[config.mk]
export PLATFORM = sky130hd
export DESIGN_NAME = scss_top
export DESIGN_NICKNAME = d
export VERILOG_FILES = /design/src/design/scss_pkg.sv /design/src/design/scss_level_div.sv /design/src/design/scss_clk_switch.sv /design/src/design/scss_top.sv
export VERILOG_INCLUDE_DIRS = /design/src /design/src/design
export SDC_FILE = /design/constraint.sdc
export NUM_CORES = 1
export LEC_CHECK = 0
export ABC_CLOCK_PERIOD_IN_PS = 1700
export BUFFER_PORTS_ARGS = -buffer_cell sky130_fd_sc_hd__buf_4
export CAP_MARGIN = 25
export CORE_MARGIN = 4
export CORE_UTILIZATION = 51
export CTS_BUF_LIST = sky130_fd_sc_hd__clkbuf_8
export DETAILED_ROUTE_END_ITERATION = 12
export GPL_TIMING_DRIVEN = 0
export PLACE_DENSITY_LB_ADDON = 0.08
export SETUP_SLACK_MARGIN = 0.2
export SYNTH_ARGS = -nofsm -noshare
export SYNTH_HDL_FRONTEND = slang
export SYNTH_SLANG_ARGS = --single-unit
[constraint.sdc]
create_clock -name CLK_SYS -period 1.7 [get_ports CLK_SYS]
set_clock_uncertainty 0.05 [all_clocks]
set_input_delay 0.34 -clock CLK_SYS [delete_from_list [all_inputs] [get_ports CLK_SYS]]
set_output_delay 0.34 -clock CLK_SYS [all_outputs]
set_load 0.02 [all_outputs]
[src/design/scss_consts.svh]
// register offsets, field positions, reset values and codes of the clock select block
`ifndef SCSS_CONSTS_SVH
`define SCSS_CONSTS_SVH

// --------------------------------------------------------------
// register offsets in the special function register space
// --------------------------------------------------------------
`define SCSS_ADDR_SYS_SEL      8'h8F
`define SCSS_ADDR_EXT_CTRL     8'hB6

// --------------------------------------------------------------
// reset values
// --------------------------------------------------------------
`define SCSS_RST_SYS_SEL       8'h00
`define SCSS_RST_EXT_CTRL      8'h00

// --------------------------------------------------------------
// field positions
// --------------------------------------------------------------
`define SCSS_SEL_CODE_LSB      0
`define SCSS_SEL_DIV_LSB       4
`define SCSS_EXT_RANGE_LSB     0
`define SCSS_EXT_MODE_LSB      4
`define SCSS_EXT_VALID_BIT     7

// --------------------------------------------------------------
// source select codes
// --------------------------------------------------------------
`define SCSS_CODE_HF           3'h0
`define SCSS_CODE_EXT          3'h1
`define SCSS_CODE_LF           3'h2
`define SCSS_CODE_PLL          3'h4

// --------------------------------------------------------------
// multiplexer input positions
// --------------------------------------------------------------
`define SCSS_IDX_HF            2'h0
`define SCSS_IDX_EXT           2'h1
`define SCSS_IDX_LF            2'h2
`define SCSS_IDX_PLL           2'h3

`endif

[src/design/scss_pkg.sv]
// types shared by the clock select block
package scss_pkg;

  // glitch-free switch sequencing
  typedef enum logic [1:0] {
    SW_IDLE = 2'b00,  // running on current source
    SW_DROP = 2'b01,  // waiting for old source low to gate it off
    SW_PICK = 2'b10   // waiting for new source low to gate it on
  } scss_sw_state_e;

  // external oscillator mode codes
  typedef enum logic [2:0] {
    EXT_OFF0     = 3'b000,
    EXT_OFF1     = 3'b001,
    EXT_CMOS     = 3'b010,
    EXT_CMOS_D2  = 3'b011,
    EXT_RC       = 3'b100,
    EXT_CAP      = 3'b101,
    EXT_XTAL     = 3'b110,
    EXT_XTAL_D2  = 3'b111
  } scss_ext_mode_e;

  typedef logic [7:0] scss_byte_t;

endpackage

[src/design/scss_level_div.sv]
// power-of-two divider of a sampled clock level
`timescale 1ns/1ps

module scss_level_div (
  input  wire logic       clk,
  input  wire logic       rst_b,
  input  wire logic       lvl_in,    // sampled source level
  input  wire logic [1:0] shift,     // divide by 2**shift
  output logic            lvl_out    // divided level, registered
);

  logic       prev_r;   // last sample, for edge finding
  logic       prev_nxt;
  logic [2:0] cnt_r;    // rising edges since last toggle
  logic [2:0] cnt_nxt;
  logic       out_r;
  logic       out_nxt;
  logic [2:0] last;     // count at which the output toggles
  logic       rise;

  // --------------------------------------------------------------
  // next state
  // --------------------------------------------------------------
  always_comb begin
    rise     = lvl_in & ~prev_r;
    prev_nxt = lvl_in;
    cnt_nxt  = cnt_r;
    out_nxt  = out_r;
    case (shift)
      2'h1:    last = 3'h0;
      2'h2:    last = 3'h1;
      default: last = 3'h3;
    endcase
    if (shift == 2'h0) begin
      // undivided: follow the input one cycle late
      out_nxt = lvl_in;
      cnt_nxt = 3'h0;
    end else if (rise) begin
      if (cnt_r >= last) begin
        // toggle on every 2**(shift-1) rising edges
        cnt_nxt = 3'h0;
        out_nxt = ~out_r;
      end else begin
        cnt_nxt = cnt_r + 3'h1;
      end
    end
  end

  // --------------------------------------------------------------
  // registers
  // --------------------------------------------------------------
  always_ff @(posedge clk or negedge rst_b) begin
    if (!rst_b) begin
      prev_r <= 1'b0;
      cnt_r  <= 3'h0;
      out_r  <= 1'b0;
    end else begin
      prev_r <= prev_nxt;
      cnt_r  <= cnt_nxt;
      out_r  <= out_nxt;
    end
  end

  assign lvl_out = out_r;

endmodule

[src/design/scss_clk_switch.sv]
// glitch-free source multiplexer working on sampled clock levels
`timescale 1ns/1ps

module scss_clk_switch #(
  parameter int N  = 4,
  parameter int IW = 2
) (
  input  wire logic          clk,
  input  wire logic          rst_b,
  input  wire logic [N-1:0]  src,       // sampled source levels
  input  wire logic [IW-1:0] sel_idx,   // wanted source
  input  wire logic          sel_ok,    // wanted code is a real source
  output logic               clk_out,   // gated level, registered
  output logic               busy       // switch under way
);

  scss_pkg::scss_sw_state_e st_r;
  scss_pkg::scss_sw_state_e st_nxt;
  logic [IW-1:0] cur_r;     // source now feeding the output
  logic [IW-1:0] cur_nxt;
  logic [IW-1:0] pend_r;    // source to move to
  logic [IW-1:0] pend_nxt;
  logic          en_r;      // output gate
  logic          en_nxt;
  logic          out_r;
  logic          out_nxt;

  // --------------------------------------------------------------
  // switch sequencing
  // --------------------------------------------------------------
  // gates change only while the affected source is low, so the
  // output never shows a shortened high phase
  always_comb begin
    st_nxt   = st_r;
    cur_nxt  = cur_r;
    pend_nxt = pend_r;
    en_nxt   = en_r;
    case (st_r)
      scss_pkg::SW_IDLE: begin
        // reserved codes leave the running source alone
        if (sel_ok && (sel_idx != cur_r)) begin
          pend_nxt = sel_idx;
          st_nxt   = scss_pkg::SW_DROP;
        end
      end
      scss_pkg::SW_DROP: begin
        if (!src[cur_r]) begin
          en_nxt  = 1'b0;
          cur_nxt = pend_r;
          st_nxt  = scss_pkg::SW_PICK;
        end
      end
      scss_pkg::SW_PICK: begin
        if (!src[cur_r]) begin
          en_nxt = 1'b1;
          st_nxt = scss_pkg::SW_IDLE;
        end
      end
      default: begin
        st_nxt = scss_pkg::SW_IDLE;
        en_nxt = 1'b1;
      end
    endcase
    out_nxt = en_nxt & src[cur_nxt];
  end

  // --------------------------------------------------------------
  // registers
  // --------------------------------------------------------------
  always_ff @(posedge clk or negedge rst_b) begin
    if (!rst_b) begin
      st_r   <= scss_pkg::SW_IDLE;
      cur_r  <= '0;
      pend_r <= '0;
      en_r   <= 1'b1;
      out_r  <= 1'b0;
    end else begin
      st_r   <= st_nxt;
      cur_r  <= cur_nxt;
      pend_r <= pend_nxt;
      en_r   <= en_nxt;
      out_r  <= out_nxt;
    end
  end

  assign clk_out = out_r;
  assign busy    = (st_r != scss_pkg::SW_IDLE);

endmodule

[src/design/scss_top.sv]
// system clock source select and external oscillator control block
//
// What this block does
// - internal oscillator selectable at once, no wait
// - crystal-valid set by hardware once settled
// - pll lock flag set only when locked
// - external clock still feeds timers, counter array
// - live switching; software picks settled sources only
// - select code picks one of four sources
// - output divide field gives /1 /2 /4 /8
// - select bits 7:6 read zero, written zero
// - crystal-valid meaningful only in mode 11x
// - external mode field decodes eight modes, six of them driven
// - external control bit 3 reads zero, ignored
// - rc and capacitor modes need no start-up
// - crystal claims two pins, other driven modes one, off modes none
// - internal scale divides 8,4,2,1; reset /8
// - low-frequency divider divides 8,4,2,1
`timescale 1ns/1ps
`include "scss_consts.svh"

module scss_top (
  input  wire logic       CLK_SYS,           // 250 MHz block clock
  input  wire logic       RST_B,             // async reset, low active
  input  wire logic [7:0] SFR_ADDR,          // special function register address
  input  wire logic [7:0] SFR_WDATA,         // write data
  input  wire logic       SFR_WE,            // write strobe
  input  wire logic       SFR_RE,            // read strobe
  output logic      [7:0] SFR_RDATA,         // read data, one cycle after strobe
  input  wire logic [1:0] HF_INTERNAL_SCALE, // from the internal control register
  input  wire logic [1:0] LF_INTERNAL_DIVIDER, // from the low-frequency control register
  input  wire logic       HF_OSC_LVL,        // internal oscillator level
  input  wire logic       LF_OSC_LVL,        // low-frequency oscillator level
  input  wire logic       EXT_OSC_LVL,       // external oscillator level
  input  wire logic       PLL_OSC_LVL,       // pll output level
  input  wire logic       EXT_SETTLED,       // amplitude detector says stable
  input  wire logic       PLL_LOCKED,        // pll phase detector in lock
  output logic            SYSTEM_CLOCK_LVL,        // selected system clock level
  output logic            CLKOUT_LVL,        // divided clock for the port pin
  output logic            PERIPH_EXT_LVL,    // external clock for timers
  output logic            PLL_LOCK_FLAG,     // lock status
  output logic            EXT_DRIVE_EN,      // external drive circuit on
  output logic      [2:0] EXT_MODE,          // external mode to the analog drive
  output logic      [2:0] EXT_DRIVE_RANGE,   // drive range to the analog drive
  output logic            OSC_PIN_IN_CLAIM,  // input oscillator pin taken over
  output logic            OSC_PIN_OUT_CLAIM, // output oscillator pin taken over
  output logic            SWITCH_BUSY        // source change under way
);

  // --------------------------------------------------------------
  // register state
  // --------------------------------------------------------------
  logic [2:0] clock_source_code_r;     // stored select code
  logic [2:0] clock_source_code_nxt;
  logic [1:0] clock_output_divide_r;   // port pin divide code
  logic [1:0] clock_output_divide_nxt;
  logic [2:0] external_mode_code_r;    // external mode
  logic [2:0] external_mode_code_nxt;
  logic [2:0] external_drive_range_r;  // drive range
  logic [2:0] external_drive_range_nxt;
  logic       crystal_valid_flag_r;    // hardware valid flag
  logic       crystal_valid_flag_nxt;
  logic       pll_lock_flag_r;         // hardware lock flag
  logic       pll_lock_flag_nxt;
  scss_pkg::scss_byte_t rdata_r;       // read data holding register
  scss_pkg::scss_byte_t rdata_nxt;

  // --------------------------------------------------------------
  // derived values
  // --------------------------------------------------------------
  logic       ext_on;        // drive circuit enabled
  logic       ext_xtal;      // crystal or resonator mode
  logic       ext_halve;     // divide-by-two stage in use
  logic [1:0] hf_shift;      // internal scale as a shift
  logic [1:0] lf_shift;      // low-frequency divider as a shift
  logic [1:0] ext_shift;     // external halving as a shift
  logic [1:0] sel_idx;       // multiplexer position of select code
  logic       sel_ok;        // select code names a real source
  logic       hf_scaled;     // divided sources
  logic       lf_scaled;
  logic       ext_scaled;
  logic       ext_src;       // external source after drive gate
  logic       sys_lvl;       // switch output
  logic       sw_busy;
  logic       out_div_lvl;   // port pin clock
  logic [3:0] src_vec;

  // --------------------------------------------------------------
  // decode
  // --------------------------------------------------------------
  // select and mode decode is on stored fields so a reserved write cannot
  // disturb a running source; the scale shifts decode the input ports directly
  always_comb begin
    // 00x is off, everything else drives the circuit
    ext_on    = (external_mode_code_r[2:1] != 2'h0);
    ext_xtal  = (external_mode_code_r[2:1] == 2'h3);
    ext_halve = (external_mode_code_r == scss_pkg::EXT_CMOS_D2) ||
                (external_mode_code_r == scss_pkg::EXT_XTAL_D2);
    ext_shift = {1'b0, ext_halve};
    // code 00 divides by 8 and 11 by 1, so shift is 3 minus code
    hf_shift  = 2'h3 - HF_INTERNAL_SCALE;
    lf_shift  = 2'h3 - LF_INTERNAL_DIVIDER;
    sel_ok    = 1'b1;
    case (clock_source_code_r)
      `SCSS_CODE_HF:  sel_idx = `SCSS_IDX_HF;
      `SCSS_CODE_EXT: sel_idx = `SCSS_IDX_EXT;
      `SCSS_CODE_LF:  sel_idx = `SCSS_IDX_LF;
      `SCSS_CODE_PLL: sel_idx = `SCSS_IDX_PLL;
      default: begin
        // reserved: keep whatever is running
        sel_idx = `SCSS_IDX_HF;
        sel_ok  = 1'b0;
      end
    endcase
  end

  // --------------------------------------------------------------
  // source conditioning
  // --------------------------------------------------------------
  // the scale code reset from outside is 00, so after reset the
  // internal oscillator reaches the switch divided by eight
  scss_level_div u_hf_div (
    .clk     (CLK_SYS),
    .rst_b   (RST_B),
    .lvl_in  (HF_OSC_LVL),
    .shift   (hf_shift),
    .lvl_out (hf_scaled)
  );

  scss_level_div u_lf_div (
    .clk     (CLK_SYS),
    .rst_b   (RST_B),
    .lvl_in  (LF_OSC_LVL),
    .shift   (lf_shift),
    .lvl_out (lf_scaled)
  );

  scss_level_div u_ext_div (
    .clk     (CLK_SYS),
    .rst_b   (RST_B),
    .lvl_in  (EXT_OSC_LVL),
    .shift   (ext_shift),
    .lvl_out (ext_scaled)
  );

  // rc and capacitor modes pass straight through with no wait on
  // the valid flag; for crystal, waiting is left to software
  assign ext_src = ext_on & ext_scaled;

  // the internal oscillator needs no ready gate: selecting it takes
  // effect on the next low phase without any settling wait
  assign src_vec = {PLL_OSC_LVL, lf_scaled, ext_src, hf_scaled};

  // --------------------------------------------------------------
  // glitch-free system clock multiplexer
  // --------------------------------------------------------------
  // switching happens live; the switch trusts that the new source
  // already toggles, a dead source held high would stall it in the pick phase
  scss_clk_switch #(
    .N  (4),
    .IW (2)
  ) u_switch (
    .clk     (CLK_SYS),
    .rst_b   (RST_B),
    .src     (src_vec),
    .sel_idx (sel_idx),
    .sel_ok  (sel_ok),
    .clk_out (sys_lvl),
    .busy    (sw_busy)
  );

  // --------------------------------------------------------------
  // clock output divider for the port pin
  // --------------------------------------------------------------
  // code 00 passes, 11 divides by eight
  scss_level_div u_out_div (
    .clk     (CLK_SYS),
    .rst_b   (RST_B),
    .lvl_in  (sys_lvl),
    .shift   (clock_output_divide_r),
    .lvl_out (out_div_lvl)
  );

  // --------------------------------------------------------------
  // register writes and hardware flags
  // --------------------------------------------------------------
  always_comb begin
    clock_source_code_nxt    = clock_source_code_r;
    clock_output_divide_nxt  = clock_output_divide_r;
    external_mode_code_nxt   = external_mode_code_r;
    external_drive_range_nxt = external_drive_range_r;
    if (SFR_WE && (SFR_ADDR == `SCSS_ADDR_SYS_SEL)) begin
      // bits 7:6 and 3 are not stored, so they read back zero
      clock_source_code_nxt   = SFR_WDATA[`SCSS_SEL_CODE_LSB +: 3];
      clock_output_divide_nxt = SFR_WDATA[`SCSS_SEL_DIV_LSB +: 2];
    end
    if (SFR_WE && (SFR_ADDR == `SCSS_ADDR_EXT_CTRL)) begin
      // bit 3 and the valid bit are dropped on write
      external_mode_code_nxt   = SFR_WDATA[`SCSS_EXT_MODE_LSB +: 3];
      external_drive_range_nxt = SFR_WDATA[`SCSS_EXT_RANGE_LSB +: 3];
    end
    // valid only means something in crystal modes, reads 0 elsewhere
    crystal_valid_flag_nxt = ext_xtal & EXT_SETTLED;
    // lock flag follows the loop detector, never set ahead of it
    pll_lock_flag_nxt      = PLL_LOCKED;
  end

  // --------------------------------------------------------------
  // register read
  // --------------------------------------------------------------
  // read data are held between strobes; unmapped offsets give zero
  always_comb begin
    rdata_nxt = rdata_r;
    if (SFR_RE) begin
      case (SFR_ADDR)
        `SCSS_ADDR_SYS_SEL:
          rdata_nxt = {2'h0, clock_output_divide_r, 1'b0,
                       clock_source_code_r};
        `SCSS_ADDR_EXT_CTRL:
          rdata_nxt = {crystal_valid_flag_r, external_mode_code_r, 1'b0,
                       external_drive_range_r};
        default:
          rdata_nxt = 8'h00;
      endcase
    end
  end

  // --------------------------------------------------------------
  // state registers
  // --------------------------------------------------------------
  always_ff @(posedge CLK_SYS or negedge RST_B) begin
    if (!RST_B) begin
      clock_source_code_r    <= 3'(`SCSS_RST_SYS_SEL);
      clock_output_divide_r  <= 2'h0;
      external_mode_code_r   <= 3'h0;
      external_drive_range_r <= 3'h0;
      crystal_valid_flag_r   <= 1'b0;
      pll_lock_flag_r        <= 1'b0;
      rdata_r                <= 8'h00;
    end else begin
      clock_source_code_r    <= clock_source_code_nxt;
      clock_output_divide_r  <= clock_output_divide_nxt;
      external_mode_code_r   <= external_mode_code_nxt;
      external_drive_range_r <= external_drive_range_nxt;
      crystal_valid_flag_r   <= crystal_valid_flag_nxt;
      pll_lock_flag_r        <= pll_lock_flag_nxt;
      rdata_r                <= rdata_nxt;
    end
  end

  // --------------------------------------------------------------
  // output stage
  // --------------------------------------------------------------
  logic sys_lvl_r;       // registered system clock level
  logic clkout_r;        // registered port pin clock
  logic periph_ext_r;    // registered peripheral clock
  logic pin_in_r;        // input pin claim
  logic pin_out_r;       // output pin claim
  logic busy_r;
  logic sys_lvl_nxt;
  logic clkout_nxt;
  logic periph_ext_nxt;
  logic pin_in_nxt;
  logic pin_out_nxt;
  logic busy_nxt;

  always_comb begin
    sys_lvl_nxt    = sys_lvl;
    clkout_nxt     = out_div_lvl;
    // timers keep their external clock whatever drives the system
    periph_ext_nxt = ext_src;
    // crystal needs both pins, the single-pin modes only the output
    pin_in_nxt     = ext_xtal;
    pin_out_nxt    = ext_on;
    busy_nxt       = sw_busy;
  end

  always_ff @(posedge CLK_SYS or negedge RST_B) begin
    if (!RST_B) begin
      sys_lvl_r    <= 1'b0;
      clkout_r     <= 1'b0;
      periph_ext_r <= 1'b0;
      pin_in_r     <= 1'b0;
      pin_out_r    <= 1'b0;
      busy_r       <= 1'b0;
    end else begin
      sys_lvl_r    <= sys_lvl_nxt;
      clkout_r     <= clkout_nxt;
      periph_ext_r <= periph_ext_nxt;
      pin_in_r     <= pin_in_nxt;
      pin_out_r    <= pin_out_nxt;
      busy_r       <= busy_nxt;
    end
  end

  // every output below is a flip-flop
  assign SFR_RDATA         = rdata_r;
  assign SYSTEM_CLOCK_LVL        = sys_lvl_r;
  assign CLKOUT_LVL        = clkout_r;
  assign PERIPH_EXT_LVL    = periph_ext_r;
  assign PLL_LOCK_FLAG     = pll_lock_flag_r;
  assign EXT_DRIVE_EN      = pin_out_r;
  assign EXT_MODE          = external_mode_code_r;
  assign EXT_DRIVE_RANGE   = external_drive_range_r;
  assign OSC_PIN_IN_CLAIM  = pin_in_r;
  assign OSC_PIN_OUT_CLAIM = pin_out_r;
  assign SWITCH_BUSY       = busy_r;

endmodule

==> results of run 1 <==
-- logic make-up after synthesis --
logic type,Yosys count,synth area share
other,1,0.001412
XOR/XNOR,2,0.006599
AO/OA/AOI/OAI,51,0.1376
adder cells (fa/ha/maj),18,0.08483
AND/OR/NAND/NOR,78,0.1475
buffers and inverters,31,0.04665
flip-flops,53,0.5000
multiplexers,17,0.07540
-- what timing repair did --
item	4_1_cts	5_1_grt
resized for setup	16	13
pin swaps	17	11
hold buffers	0	0
buffers inserted	14	4
gates cloned	0	0
setup endpoints to repair	28	28
-- placed cells by master, fill, tap and decap left out, types with 3 or more instances in the layout --
cell type / netlist / final
nor2_1: 20 / 19
inv_2: 0 / 8
nand2_2: 0 / 3
mux2_2: 13 / 12
a2111oi_4: 0 / 4
nand3_1: 6 / 5
a21oi_1: 15 / 15
buf_4: 2 / 65
ha_4: 0 / 10
nor2b_1: 3 / 3
buf_6: 0 / 3
nor3_1: 3 / 3
clkbuf_8: 0 / 8
a22oi_1: 5 / 5
nand2b_4: 0 / 5
o21ai_1: 1 / 7
nand2_1: 26 / 22
dfrtp_1: 52 / 48
inv_1: 26 / 17
dfrtp_2: 0 / 4
ha_1: 18 / 7
-- stage by stage --
stage	instance area [µm²]	cells	setup slack (ns)	TNS, ns	util
finish	3715	392	-0.1620	-0.6573	0.7613
global route	3715	392	-0.2446	-1.498	0.7613
global placement	3342	366	-0.1793	-1.621	0.6849
floorplan	2898	251	-0.03180	-0.03180	-
CTS	3643	388	-0.1751	-0.7209	0.7467
detailed placement	3342	366	-0.2009	-2.136	0.6849
-- power by group --
| part | internal, µW | total, µW | switching, µW |
|---|---|---|---|
| Clock | 474 | 867 | 392 |
| Sequential | 1480 | 1700 | 215 |
| Combinational | 807 | 1500 | 697 |
-- cell type report --
class / instances / area (µm²)
multi-input combinational: 167 / 1516
clock inverter: 2 / 33.78
sequential: 53 / 1333
inverter: 26 / 112.6
fill: 355 / 1165
tap: 67 / 83.83
timing repair buffer: 66 / 506.7
buffer: 5 / 46.29
clock buffer: 6 / 82.58
-- layer usage --
layer  GRT usage  share of wire
met1      0.2299           0.45
met2      0.3187           0.51
met3     0.03027          0.034
met4     0.05574          0.012
met5           0              0
-- registers in the layout, summed over array words and instances (netlist names), 2 cells and up --
register               cells
u_lf_div.cnt_r             3
u_out_div.cnt_r            3
u_switch.pend_r            2
EXT_DRIVE_RANGE            3
EXT_MODE                   3
clock_source_code_r        3
u_switch.cur_r             2
clock_output_divide_r      2
u_switch.st_r              2
SFR_RDATA                  7
u_hf_div.cnt_r             3
u_ext_div.cnt_r            3
-- how the worst max path moves through the flow --
stage                                                end                            startpoint  slack (ns)
after floorplan               u_switch.clk_out$_DFF_PN0_               EXT_MODE[1]$_DFFE_PN0P_       -0.03
after global placement          SFR_RDATA[1]$_DFFE_PN0P_                           SFR_ADDR[6]       -0.18
after detailed placement        SFR_RDATA[1]$_DFFE_PN0P_                           SFR_ADDR[6]       -0.20
after CTS                 u_out_div.cnt_r[2]$_DFFE_PN0P_  clock_output_divide_r[1]$_DFFE_PN0P_       -0.18
after global routing       u_out_div.lvl_out$_DFFE_PN0P_  clock_output_divide_r[1]$_DFFE_PN0P_       -0.24
final                     u_out_div.cnt_r[1]$_DFFE_PN0P_  clock_output_divide_r[1]$_DFFE_PN0P_       -0.16
==> summary.md, run 1 <==
| Metric | Value |
|---|---|
| Area contributors post-synth | `dfrtp_1, ha_1, mux2_2, inv_1, nand2_1` |
| CP startpoint kind | `flip-flop` |
| Vias post-DR | `2,072` |
| Total wire length | `5425 µm` |
| Final worst-path cycle share | `1.095` |
| Worst-Margin Slew | `0.6556 ns` |
| Root buffer cell | `clkbuf_8` |
| Drt first pass iters | `4` |
| Worst r2r dst | `u_out_div.cnt_r[1]$_DFFE_PN0P_` |
| Nets | `around 370` |
| DIE AREA | `0.006424 mm²` |
| Kind of critical path | `flip-flop to flip-flop` |
| Class of the worst hold path | `input pin to async pin` |
| Critical Path End Type | `flip-flop` |
| Reg2reg path depth | `7` |
| IO Port Bufs | `48` |
| Status | `finished with violations` |
| Critical R2R Launch | `clock_output_divide_r[1]$_DFFE_PN0P_` |
| Largest net degree at the start of global routing | `54` |
| Max-slew violation count | `0` |
| Share of flip-flops with an asynchronous set or reset | `1.000` |
| CP Max Fanout | `5` |
| FMAX | `~0.54 GHz` |
| H-tree Lvls | `2` |
| Cell area after synthesis | `0.002655 mm²` |
| Final worst setup slack | `-0.1620 ns` |
| Via/cell ratio | `5.286` |
| Post-synthesis cell count | `251` |
| Vias in the first global route | `2,084` |
| Overall routing resource usage | `0.1823` |
| Initial Util | `0.5441` |
| Main synth FF type | `dfrtp_1` |
| TritonCTS Buffers | `5` |
| Initial DRC count | `73` |
| Number of I/O pins | `between 50 and 60` |
| Number of warnings issued by yosys | `0` |
| Die W | `80.15 µm` |
| Chip Height | `roughly 80 µm` |
| Max IR drop VDD | `0.0008010 V` |
| CP Buf/Inv Count | `2` |
| Global placement routability congestion | `between 0.7 and 0.8` |
| Final HPWL DP | `3871 µm` |
| Worst slew slack as a fraction of its limit | `0.5629` |
| Syn Nets | `299` |
| Flops & latches, synth | `53` |
| Number of diodes | `0` |
| Clk sinks | `between 50 and 60` |
| Crit-path slowest cell | `a2111oi_4` |
| Most used cell along the critical path | `ha_4` |
| Layout cells sized above 1 | `0.4677` |
| Hold slack | `0.005101 ns` |
| Power Total | `4070 µW` |
| Overflow after GRT | `0` |
| Post-layout minimum cycle time | `between 1.5 and 2 ns` |
| Critical Path Stages | `7` |
| Routed len/inst | `13.84 µm` |
| Clock Path Buffers | `2` |
| CTS tree | `built` |
| CP cell instances | `inv_2 -> buf_6 -> ha_4 -> ha_4 -> a2111oi_4 -> nand2_1 -> o21ai_1` |
| Area leader, netlist | `dfrtp_1` |
| Final setup fails | `6` |
| Initial antenna violation count | `0` |
| Largest stage delay, worst path | `0.46 ns` |
| Critical path arrival | `roughly 2.0 ns` |
| Std-Cell Rows | `25` |
| Clock Latency Late Sink | `0.30 ns` |
| Drc violations | `0` |
| Failing checks | `negative setup slack` |
| Global-route wire length before repair | `9315 µm` |
| MaxCap Viol Count | `0` |
| Avg Inst Size Synth | `10.58 µm²` |
| RSZ-0062 raised after global routing | `true` |
| Core area | `0.004880 mm²` |
| R2r setup slk | `-0.16 ns` |
| Seq/Total Area, Yosys | `0.5000` |
| CP top delay family | `compound AO/OA/AOI/OAI gates` |
| CTS clk-pin slew, worst paths | `0.09 ns` |
| Number of synthesized flops with an enable pin | `0` |
| Leakage power | `0.001787 µW` |
| Yosys top cell area share | `0.4901` |
| DRT antenna net count | `0` |
| Top-count cell post-synth | `dfrtp_1` |
| Most frequent cells after synthesis | `dfrtp_1, inv_1, nand2_1, nor2_1, ha_1` |
| Critical Path RT | `roughly 1.9 ns` |
| Post-synth cell types | `48` |
| P&R area growth vs syn | `39.92%` |
| Power Density | `1096 mW/mm²` |
| Final hold vios | `0` |
Power figures use the tool's default switching activity.
==> run 2: changes to the inputs <==
--- a/config.mk
+++ b/config.mk
@@ -6,13 +6,13 @@
 export SDC_FILE = /design/constraint.sdc
 export NUM_CORES = 1
 export LEC_CHECK = 0
-export ABC_CLOCK_PERIOD_IN_PS = 1700
-export BUFFER_PORTS_ARGS = -buffer_cell sky130_fd_sc_hd__buf_4
+export ABC_CLOCK_PERIOD_IN_PS = 2320
 export CAP_MARGIN = 25
 export CORE_MARGIN = 4
-export CORE_UTILIZATION = 51
+export CORE_UTILIZATION = 53
 export CTS_BUF_LIST = sky130_fd_sc_hd__clkbuf_8
 export DETAILED_ROUTE_END_ITERATION = 12
+export DONT_BUFFER_PORTS = 1
 export GPL_TIMING_DRIVEN = 0
 export PLACE_DENSITY_LB_ADDON = 0.08
 export SETUP_SLACK_MARGIN = 0.2
==> constraint.sdc (replaced) <==
create_clock -name CLK_SYS -period 2.32 [get_ports CLK_SYS]
set_clock_uncertainty 0.05 [all_clocks]
set_input_delay 0.464 -clock CLK_SYS [delete_from_list [all_inputs] [get_ports CLK_SYS]]
set_output_delay 0.464 -clock CLK_SYS [all_outputs]
set_load 0.02 [all_outputs]
==> run 2 against run 1 <==
Compared with the run above:
- the flow now finishes without violations
- clock power down 41%
- sequential share of layout area up 9.9 points
- sequential cell count unchanged
- critical path depth down 1
- power down 40%
- critical endpoint is now u_ext_div.lvl_out$_DFFE_PN0P_
- largest cell class is now registers
- largest power group unchanged
==> summary.md, run 2 (same netlist as run 1, synthesis figures left out) <==
| Metric | Value |
|---|---|
| Final hold vios | `0 (unchanged)` |
| IO Port Bufs | `0 (-100%)` |
| CP cell instances | `nand2_1 -> inv_1 -> ha_1 -> a2111oi_4 -> nor2_1 -> nor3_1` |
| Nets | `309 (-17%)` |
| Global-route wire length before repair | `8024 µm (-14%)` |
| CTS tree | `built` |
| RSZ-0062 raised after global routing | `true` |
| Critical Path RT | `2.48 ns (+0.61 ns)` |
| TritonCTS Buffers | `5 (unchanged)` |
| DIE AREA | `0.006206 mm² (-3.4%)` |
| Clk sinks | `53 (unchanged)` |
| MaxCap Viol Count | `0 (unchanged)` |
| Clock Latency Late Sink | `0.30 ns (about the same)` |
| Largest net degree at the start of global routing | `54 (unchanged)` |
| FMAX | `0.4874 GHz (-9.2%)` |
| H-tree Lvls | `2 (unchanged)` |
| Class of the worst hold path | `input pin to flip-flop` |
| Max-slew violation count | `0 (unchanged)` |
| Non-Filler Instances | `328 (-16%)` |
| Fin area | `0.002907 mm² (-22%)` |
| CTS clk-pin slew, worst paths | `0.09 ns (about the same)` |
| Clock Path Buffers | `2 (unchanged)` |
| DRT antenna net count | `0 (unchanged)` |
| TNS Setup | `0 ns (+0.6573 ns)` |
| Final setup fails | `0 (-6)` |
| Filler cells | `410 (+15%)` |
| Number of diodes | `0 (unchanged)` |
| Critical path arrival | `2.21 ns (+0.18 ns)` |
| Chip Height | `78.78 µm (-1.7%)` |
| Initial antenna violation count | `0 (unchanged)` |
| Via/cell ratio | `5.369 (+1.6%)` |
| Die W | `78.78 µm (-1.7%)` |
| Kind of critical path | `flip-flop to flip-flop` |
| Routed len/inst | `14.58 µm (+5.3%)` |
| Area of the multi-input gates | `0.001239 mm² (-18%)` |
| Dpl cell area | `0.002739 mm² (-18%)` |
| Core area | `0.004786 mm² (-1.9%)` |
| Layout cells sized above 1 | `0.1686 (-0.2991)` |
| Root buffer cell | `clkbuf_8` |
| Worst-Margin Slew | `0.7911 ns (+0.1354 ns)` |
| Max reg flops | `7 (unchanged)` |
| Most common cell after layout, fill and taps aside | `dfrtp_1` |
| CP Max Fanout | `6 (+1)` |
| CP startpoint kind | `flip-flop` |
| Power Density | `838.0 mW/mm² (-24%)` |
| Final worst-path cycle share | `0.8843 (-0.2110)` |
| Vias in the first global route | `1,760 (-16%)` |
| Total wire length | `4781 µm (-12%)` |
| Final HPWL DP | `3446 µm (-11%)` |
| Status | `finished clean` |
| Post-layout minimum cycle time | `2.052 ns (+0.1896 ns)` |
| Worst slew slack as a fraction of its limit | `0.4678 (-0.09514)` |
| Initial DRC count | `74 (+1.4%)` |
| Vias post-DR | `1,761 (-15%)` |
| Overall routing resource usage | `0.1654 (-0.01685)` |
| Largest stage delay, worst path | `0.50 ns (+0.04 ns)` |
| Reg area | `0.001331 mm² (about the same)` |
| Drc violations | `0 (unchanged)` |
| Critical Path End Type | `flip-flop` |
| P&R area growth vs syn | `9.472%` |
| Crit-path slowest cell | `dfrtp_2` |
| Drt first pass iters | `4 (unchanged)` |
| Most frequent cells in the layout | `dfrtp_1, inv_1, nand2_1` |
| Max IR drop VDD | `0.0005332 V (-33%)` |
| Std-Cell Rows | `25 (unchanged)` |
| Initial Util | `0.5548 (+0.01067)` |
| Number of I/O pins | `52 (unchanged)` |
| Leakage power | `0.001400 µW (-22%)` |
| Dpl cells | `318 (-13%)` |
| Overflow after GRT | `0 (unchanged)` |
| Global placement routability congestion | `0.7871 (+0.15%)` |
## run 2: cell count changes in the layout (fill, tap and decap cells not counted), moves of 6 or more
cell / previous run / this run
buf_4: 65 / 2
ha_1: 7 / 18
ha_4: 10 / 0
inv_1: 17 / 27
inv_2: 8 / 0
o21ai_0: 2 / 11
o21ai_1: 7 / 1
## run 2: cell type report
class / count / area share
sequential: 53 / 0.4580
buffer: 5 / 0.009040
timing repair buffer: 3 / 0.01464
multi-input combinational: 167 / 0.4262
clock inverter: 1 / 0.001291
inverter: 26 / 0.03358
clock buffer: 6 / 0.02841
tap: 67 / 0.02884
## run 2: worst paths after layout
path,from,endpoint,slack [ns],cells past startpoint
setup / recovery,EXT_MODE[1]$_DFFE_PN0P_,u_ext_div.lvl_out$_DFFE_PN0P_,0.27,6
hold / removal,LF_OSC_LVL,u_lf_div.prev_r$_DFF_PN0_,0.14,0
setup reg to reg,EXT_MODE[1]$_DFFE_PN0P_,u_ext_div.lvl_out$_DFFE_PN0P_,0.27,6
hold reg to reg,u_out_div.lvl_out$_DFFE_PN0P_,CLKOUT_LVL$_DFF_PN0_,0.36,0
max in group asynchronous,RST_B,u_switch.en_r$_DFF_PN1_,1.30,2
min in group asynchronous,RST_B,u_hf_div.cnt_r[2]$_DFFE_PN0P_,0.63,2
## run 2: critical path: cells and delay by family (launching register included)
kind / cells / cell delay, ns
DFF: 1 / 0.50
adders and majority gates: 1 / 0.33
and+or+nand+nor: 3 / 0.49
buffers and inverters: 1 / 0.12
AOI/OAI and AO/OA: 1 / 0.48
## run 2: routing by layer
metal | up-vias | global-route usage | part of all wire
met4 | 0 | 0.05070 | 0.0059
li1 | 885 | - | -
met5 | - | 0 | 0
met3 | 2 | 0.05669 | 0.056
met1 | 837 | 0.2186 | 0.46
met2 | 37 | 0.2572 | 0.47
## run 2: where the power goes
| part | internal [µW] | total, µW | switching, µW | leakage, µW |
|---|---|---|---|---|
| Sequential | 1090 | 1270 | 187 | 0.000694 |
| Clock | 233 | 512 | 279 | 0.0000485 |
| Combinational | 306 | 650 | 343 | 0.000658 |
| Total | 1630 | 2440 | 809 | 0.00140 |
## run 2: repair_timing
action | 4_1_cts | 5_1_grt
endpoints found under the hold margin | 53 | 0
endpoints found under the setup margin | 4 | 12
gates resized for setup | 3 | 4
pin swaps | 0 | 1
setup buffers | 0 | 1
hold buffers | 2 | 0
## run 2: per-stage QoR
| step | worst slack, ns | util | hold WS [ns] | total power (µW) |
|---|---|---|---|---|
| 2_1_floorplan | 0.2373 | - | 0.1184 | 1756 |
| 3_3_place_gp | 0.04112 | 0.5723 | 0.1206 | 1872 |
| 3_5_place_dp | 0.01248 | 0.5723 | 0.1207 | 1891 |
| 4_1_cts | 0.2104 | 0.6013 | 0.1166 | 2443 |
| 5_1_grt | 0.1366 | 0.6073 | 0.1006 | 2627 |
| 6_report | 0.2684 | 0.6073 | 0.1355 | 2436 |
==> run 3: changes to the inputs <==
--- a/config.mk
+++ b/config.mk
@@ -8,13 +8,14 @@
 export LEC_CHECK = 0
 export ABC_CLOCK_PERIOD_IN_PS = 2320
 export CAP_MARGIN = 25
+export CORE_ASPECT_RATIO = 1.75
 export CORE_MARGIN = 4
 export CORE_UTILIZATION = 53
 export CTS_BUF_LIST = sky130_fd_sc_hd__clkbuf_8
 export DETAILED_ROUTE_END_ITERATION = 12
 export DONT_BUFFER_PORTS = 1
 export GPL_TIMING_DRIVEN = 0
-export PLACE_DENSITY_LB_ADDON = 0.08
+export PLACE_DENSITY = 0.68
 export SETUP_SLACK_MARGIN = 0.2
 export SYNTH_ARGS = -nofsm -noshare
 export SYNTH_HDL_FRONTEND = slang
==> run 3 against run 2 <==
Compared with the run above:
- die area increased by 0.73%
- wire length decreased by 0.15%
- fmax is 2.5% higher
- clock power grew 28%
- worst setup slack gained 0.050 ns
- final cell count shrank 4.3%
- power is 6.1% higher
- first-iteration DRC count decreased by 2.7%
- critical path depth decreased by 1
- utilization up 0.45 points
- register-to-register slack gained 0.05 ns
- via count rose by 0.68%
- critical path type unchanged
- critical endpoint is now u_switch.clk_out$_DFF_PN0_
- largest power group unchanged
- highest routed layer unchanged
==> summary.md, run 3 (same netlist as run 1, synthesis figures left out) <==
| Metric | Value |
|---|---|
| Global-route wire length before repair | `7734 µm (-3.6%)` |
| Leakage power | `0.001428 µW (+2.0%)` |
| Die W | `61.51 µm (-22%)` |
| Max-slew violation count | `0 (unchanged)` |
| Core area | `0.004790 mm² (about the same)` |
| Drc violations | `0 (unchanged)` |
| Overall routing resource usage | `0.1652 (-0.0002464)` |
| Most common cell after layout, fill and taps aside | `dfrtp_1` |
| Critical Path End Type | `flip-flop` |
| Class of the worst hold path | `input pin to flip-flop` |
| Drt first pass iters | `4 (unchanged)` |
| MaxCap Viol Count | `0 (unchanged)` |
| Clock power frac | `0.254 (+0.044)` |
| CP Buf/Inv Count | `0 (-1)` |
| Total wire length | `4774 µm (-0.15%)` |
| Vias post-DR | `1,773 (+0.68%)` |
| DRT antenna net count | `0 (unchanged)` |
| Largest net degree at the start of global routing | `54 (unchanged)` |
| CTS tree | `built` |
| Number of diodes | `0 (unchanged)` |
| Std-Cell Rows | `33 (+32%)` |
| Clock Path Buffers | `2 (unchanged)` |
| Int Pwr | `1746 µW (+7.4%)` |
| TNS Setup | `0 ns (unchanged)` |
| Max IR drop VDD | `0.0006169 V (+16%)` |
| Nets | `309 (unchanged)` |
| CP startpoint kind | `flip-flop` |
| Kind of critical path | `flip-flop to flip-flop` |
| Clock Latency Late Sink | `0.31 ns (about the same)` |
| Hold slack | `0.1233 ns (-0.01222 ns)` |
| Max reg flops | `7 (unchanged)` |
| Status | `finished clean` |
| IO Port Bufs | `0 (unchanged)` |
| Clk sinks | `53 (unchanged)` |
| Final hold vios | `0 (unchanged)` |
| Initial Util | `0.5543 (about the same)` |
| P&R area growth vs syn | `10.37%` |
| Layout cells sized above 1 | `0.1718 (+0.003173)` |
| H-tree Lvls | `2 (unchanged)` |
| CP Max Fanout | `8 (+2)` |
| Overflow after GRT | `0 (unchanged)` |
| Flop pwr share | `0.494 (-0.029)` |
| Global placement routability congestion | `0.7176 (-8.8%)` |
| CP cell instances | `o21ai_1 -> mux4_2 -> a21oi_2 -> a2bb2oi_2 -> o211a_1` |
| Final setup fails | `0 (unchanged)` |
| Via/cell ratio | `5.646 (+5.2%)` |
| Critical Path RT | `2.52 ns (+0.04 ns)` |
| Chip Height | `101.6 µm (+29%)` |
| RSZ-0062 raised after global routing | `true` |
| Initial antenna violation count | `0 (unchanged)` |
| Power Density | `882.2 mW/mm² (+5.3%)` |
| Initial DRC count | `72 (-2.7%)` |
| Net Switching | `839.0 µW (+3.7%)` |
| Sw frac | `0.3245 (-0.007740)` |
| Final HPWL DP | `3506 µm (+1.7%)` |
| CP top delay family | `compound AO/OA/AOI/OAI gates` |
| Post-layout minimum cycle time | `2.001 ns (-0.05041 ns)` |
| Vias in the first global route | `1,747 (-0.74%)` |
| Largest stage delay, worst path | `0.57 ns (+0.07 ns)` |
| Fin area | `0.002930 mm² (+0.82%)` |
| Worst-Margin Slew | `0.8702 ns (+0.07914 ns)` |
| Dpl cell area | `0.002720 mm² (-0.69%)` |
| DIE AREA | `0.006251 mm² (+0.73%)` |
| Final worst-path cycle share | `0.8626 (-0.02173)` |
| CTS clk-pin slew, worst paths | `0.10 ns (about the same)` |
| Crit-path slowest cell | `dfrtp_1` |
| Critical path arrival | `2.20 ns (about the same)` |
| Worst slew slack as a fraction of its limit | `0.4145 (-0.05324)` |
| Most frequent cells in the layout | `dfrtp_1, inv_1, nand2_1` |
| Root buffer cell | `clkbuf_8` |
| Routed len/inst | `15.20 µm (+4.3%)` |
| FMAX | `0.4997 GHz (+2.5%)` |
| TritonCTS Buffers | `5 (unchanged)` |
| Comb power frac | `0.252 (-0.015)` |
| Number of I/O pins | `52 (unchanged)` |
-- run 3: changes by cell type in the layout (fill, tap and decap cells not counted) --
cell and change:
nand2_1 -1, clkbuf_2 -1, bufinv_16 +1, inv_1 -1, nand2_2 +1, clkinvlp_4 +1, dfrtp_2 -1, dlymetal6s2s_1 +1
dfrtp_1 +1
-- run 3: power by group through the flow --
stage          combinational [µW]  sequential [µW]  clock (µW)
2_1_floorplan                 500             1260           0
3_5_place_dp                  600             1300           0
4_1_cts                       630             1280         674
6_report                      651             1280         657
3_3_place_gp                  575             1290           0
5_1_grt                       743             1310         719
-- run 3: worst paths after layout --
path                                               start                              to  slack [ns]  cells past startpoint
hold / removal                                LF_OSC_LVL       u_lf_div.prev_r$_DFF_PN0_        0.12                      0
setup reg to reg                 EXT_MODE[2]$_DFFE_PN0P_      u_switch.clk_out$_DFF_PN0_        0.32                      5
hold reg to reg            u_out_div.lvl_out$_DFFE_PN0P_            CLKOUT_LVL$_DFF_PN0_        0.36                      0
min in group asynchronous                          RST_B  u_out_div.cnt_r[0]$_DFFE_PN0P_        0.61                      2
max in group asynchronous                          RST_B         u_switch.en_r$_DFF_PN1_        1.31                      2
setup / recovery                 EXT_MODE[2]$_DFFE_PN0P_      u_switch.clk_out$_DFF_PN0_        0.32                      5
-- run 3: what timing repair did --
action	in CTS	in global routing
pin swaps	0	1
endpoints found under the hold margin	53	0
hold buffers	2	0
endpoints found under the setup margin	4	13
resized for setup	2	5
buffers inserted	0	1
-- run 3: area by class of cell --
cell class / instances / area [µm²]
buffer: 5 / 26.28
tap: 52 / 65.06
multi-input combinational: 167 / 1241
timing repair buffer: 3 / 50.05
clock inverter: 2 / 37.54
fill: 408 / 1859
inverter: 26 / 97.59
sequential: 53 / 1330
clock buffer: 6 / 82.58
-- run 3: worst reg2reg max path: cells and delay by family (launching register included) --
kind / cells / cell delay [ns]
muxes: 1 / 0.57
DFF: 1 / 0.57
AOI/OAI and AO/OA: 4 / 0.75
-- run 3: per-layer routing --
| layer | wire [µm] | global-route usage | vias up |
|---|---|---|---|
| met5 | 0 | 0 | - |
| met4 | 93 | 0.07843 | 0 |
| met3 | 331 | 0.04719 | 6 |
| met2 | 2547 | 0.2897 | 40 |
| met1 | 1802 | 0.1731 | 840 |
| li1 | - | - | 887 |
-- run 3: through the flow --
stage	util	power, µW	std cells	setup WS [ns]
after global placement	0.5679	1868	303	0.03468
final	0.6118	2585	314	0.3188
after floorplan	-	1756	251	0.2373
after global routing	0.6118	2768	314	0.1767
after CTS	0.6037	2583	313	0.2140
after detailed placement	0.5679	1899	303	0.02283
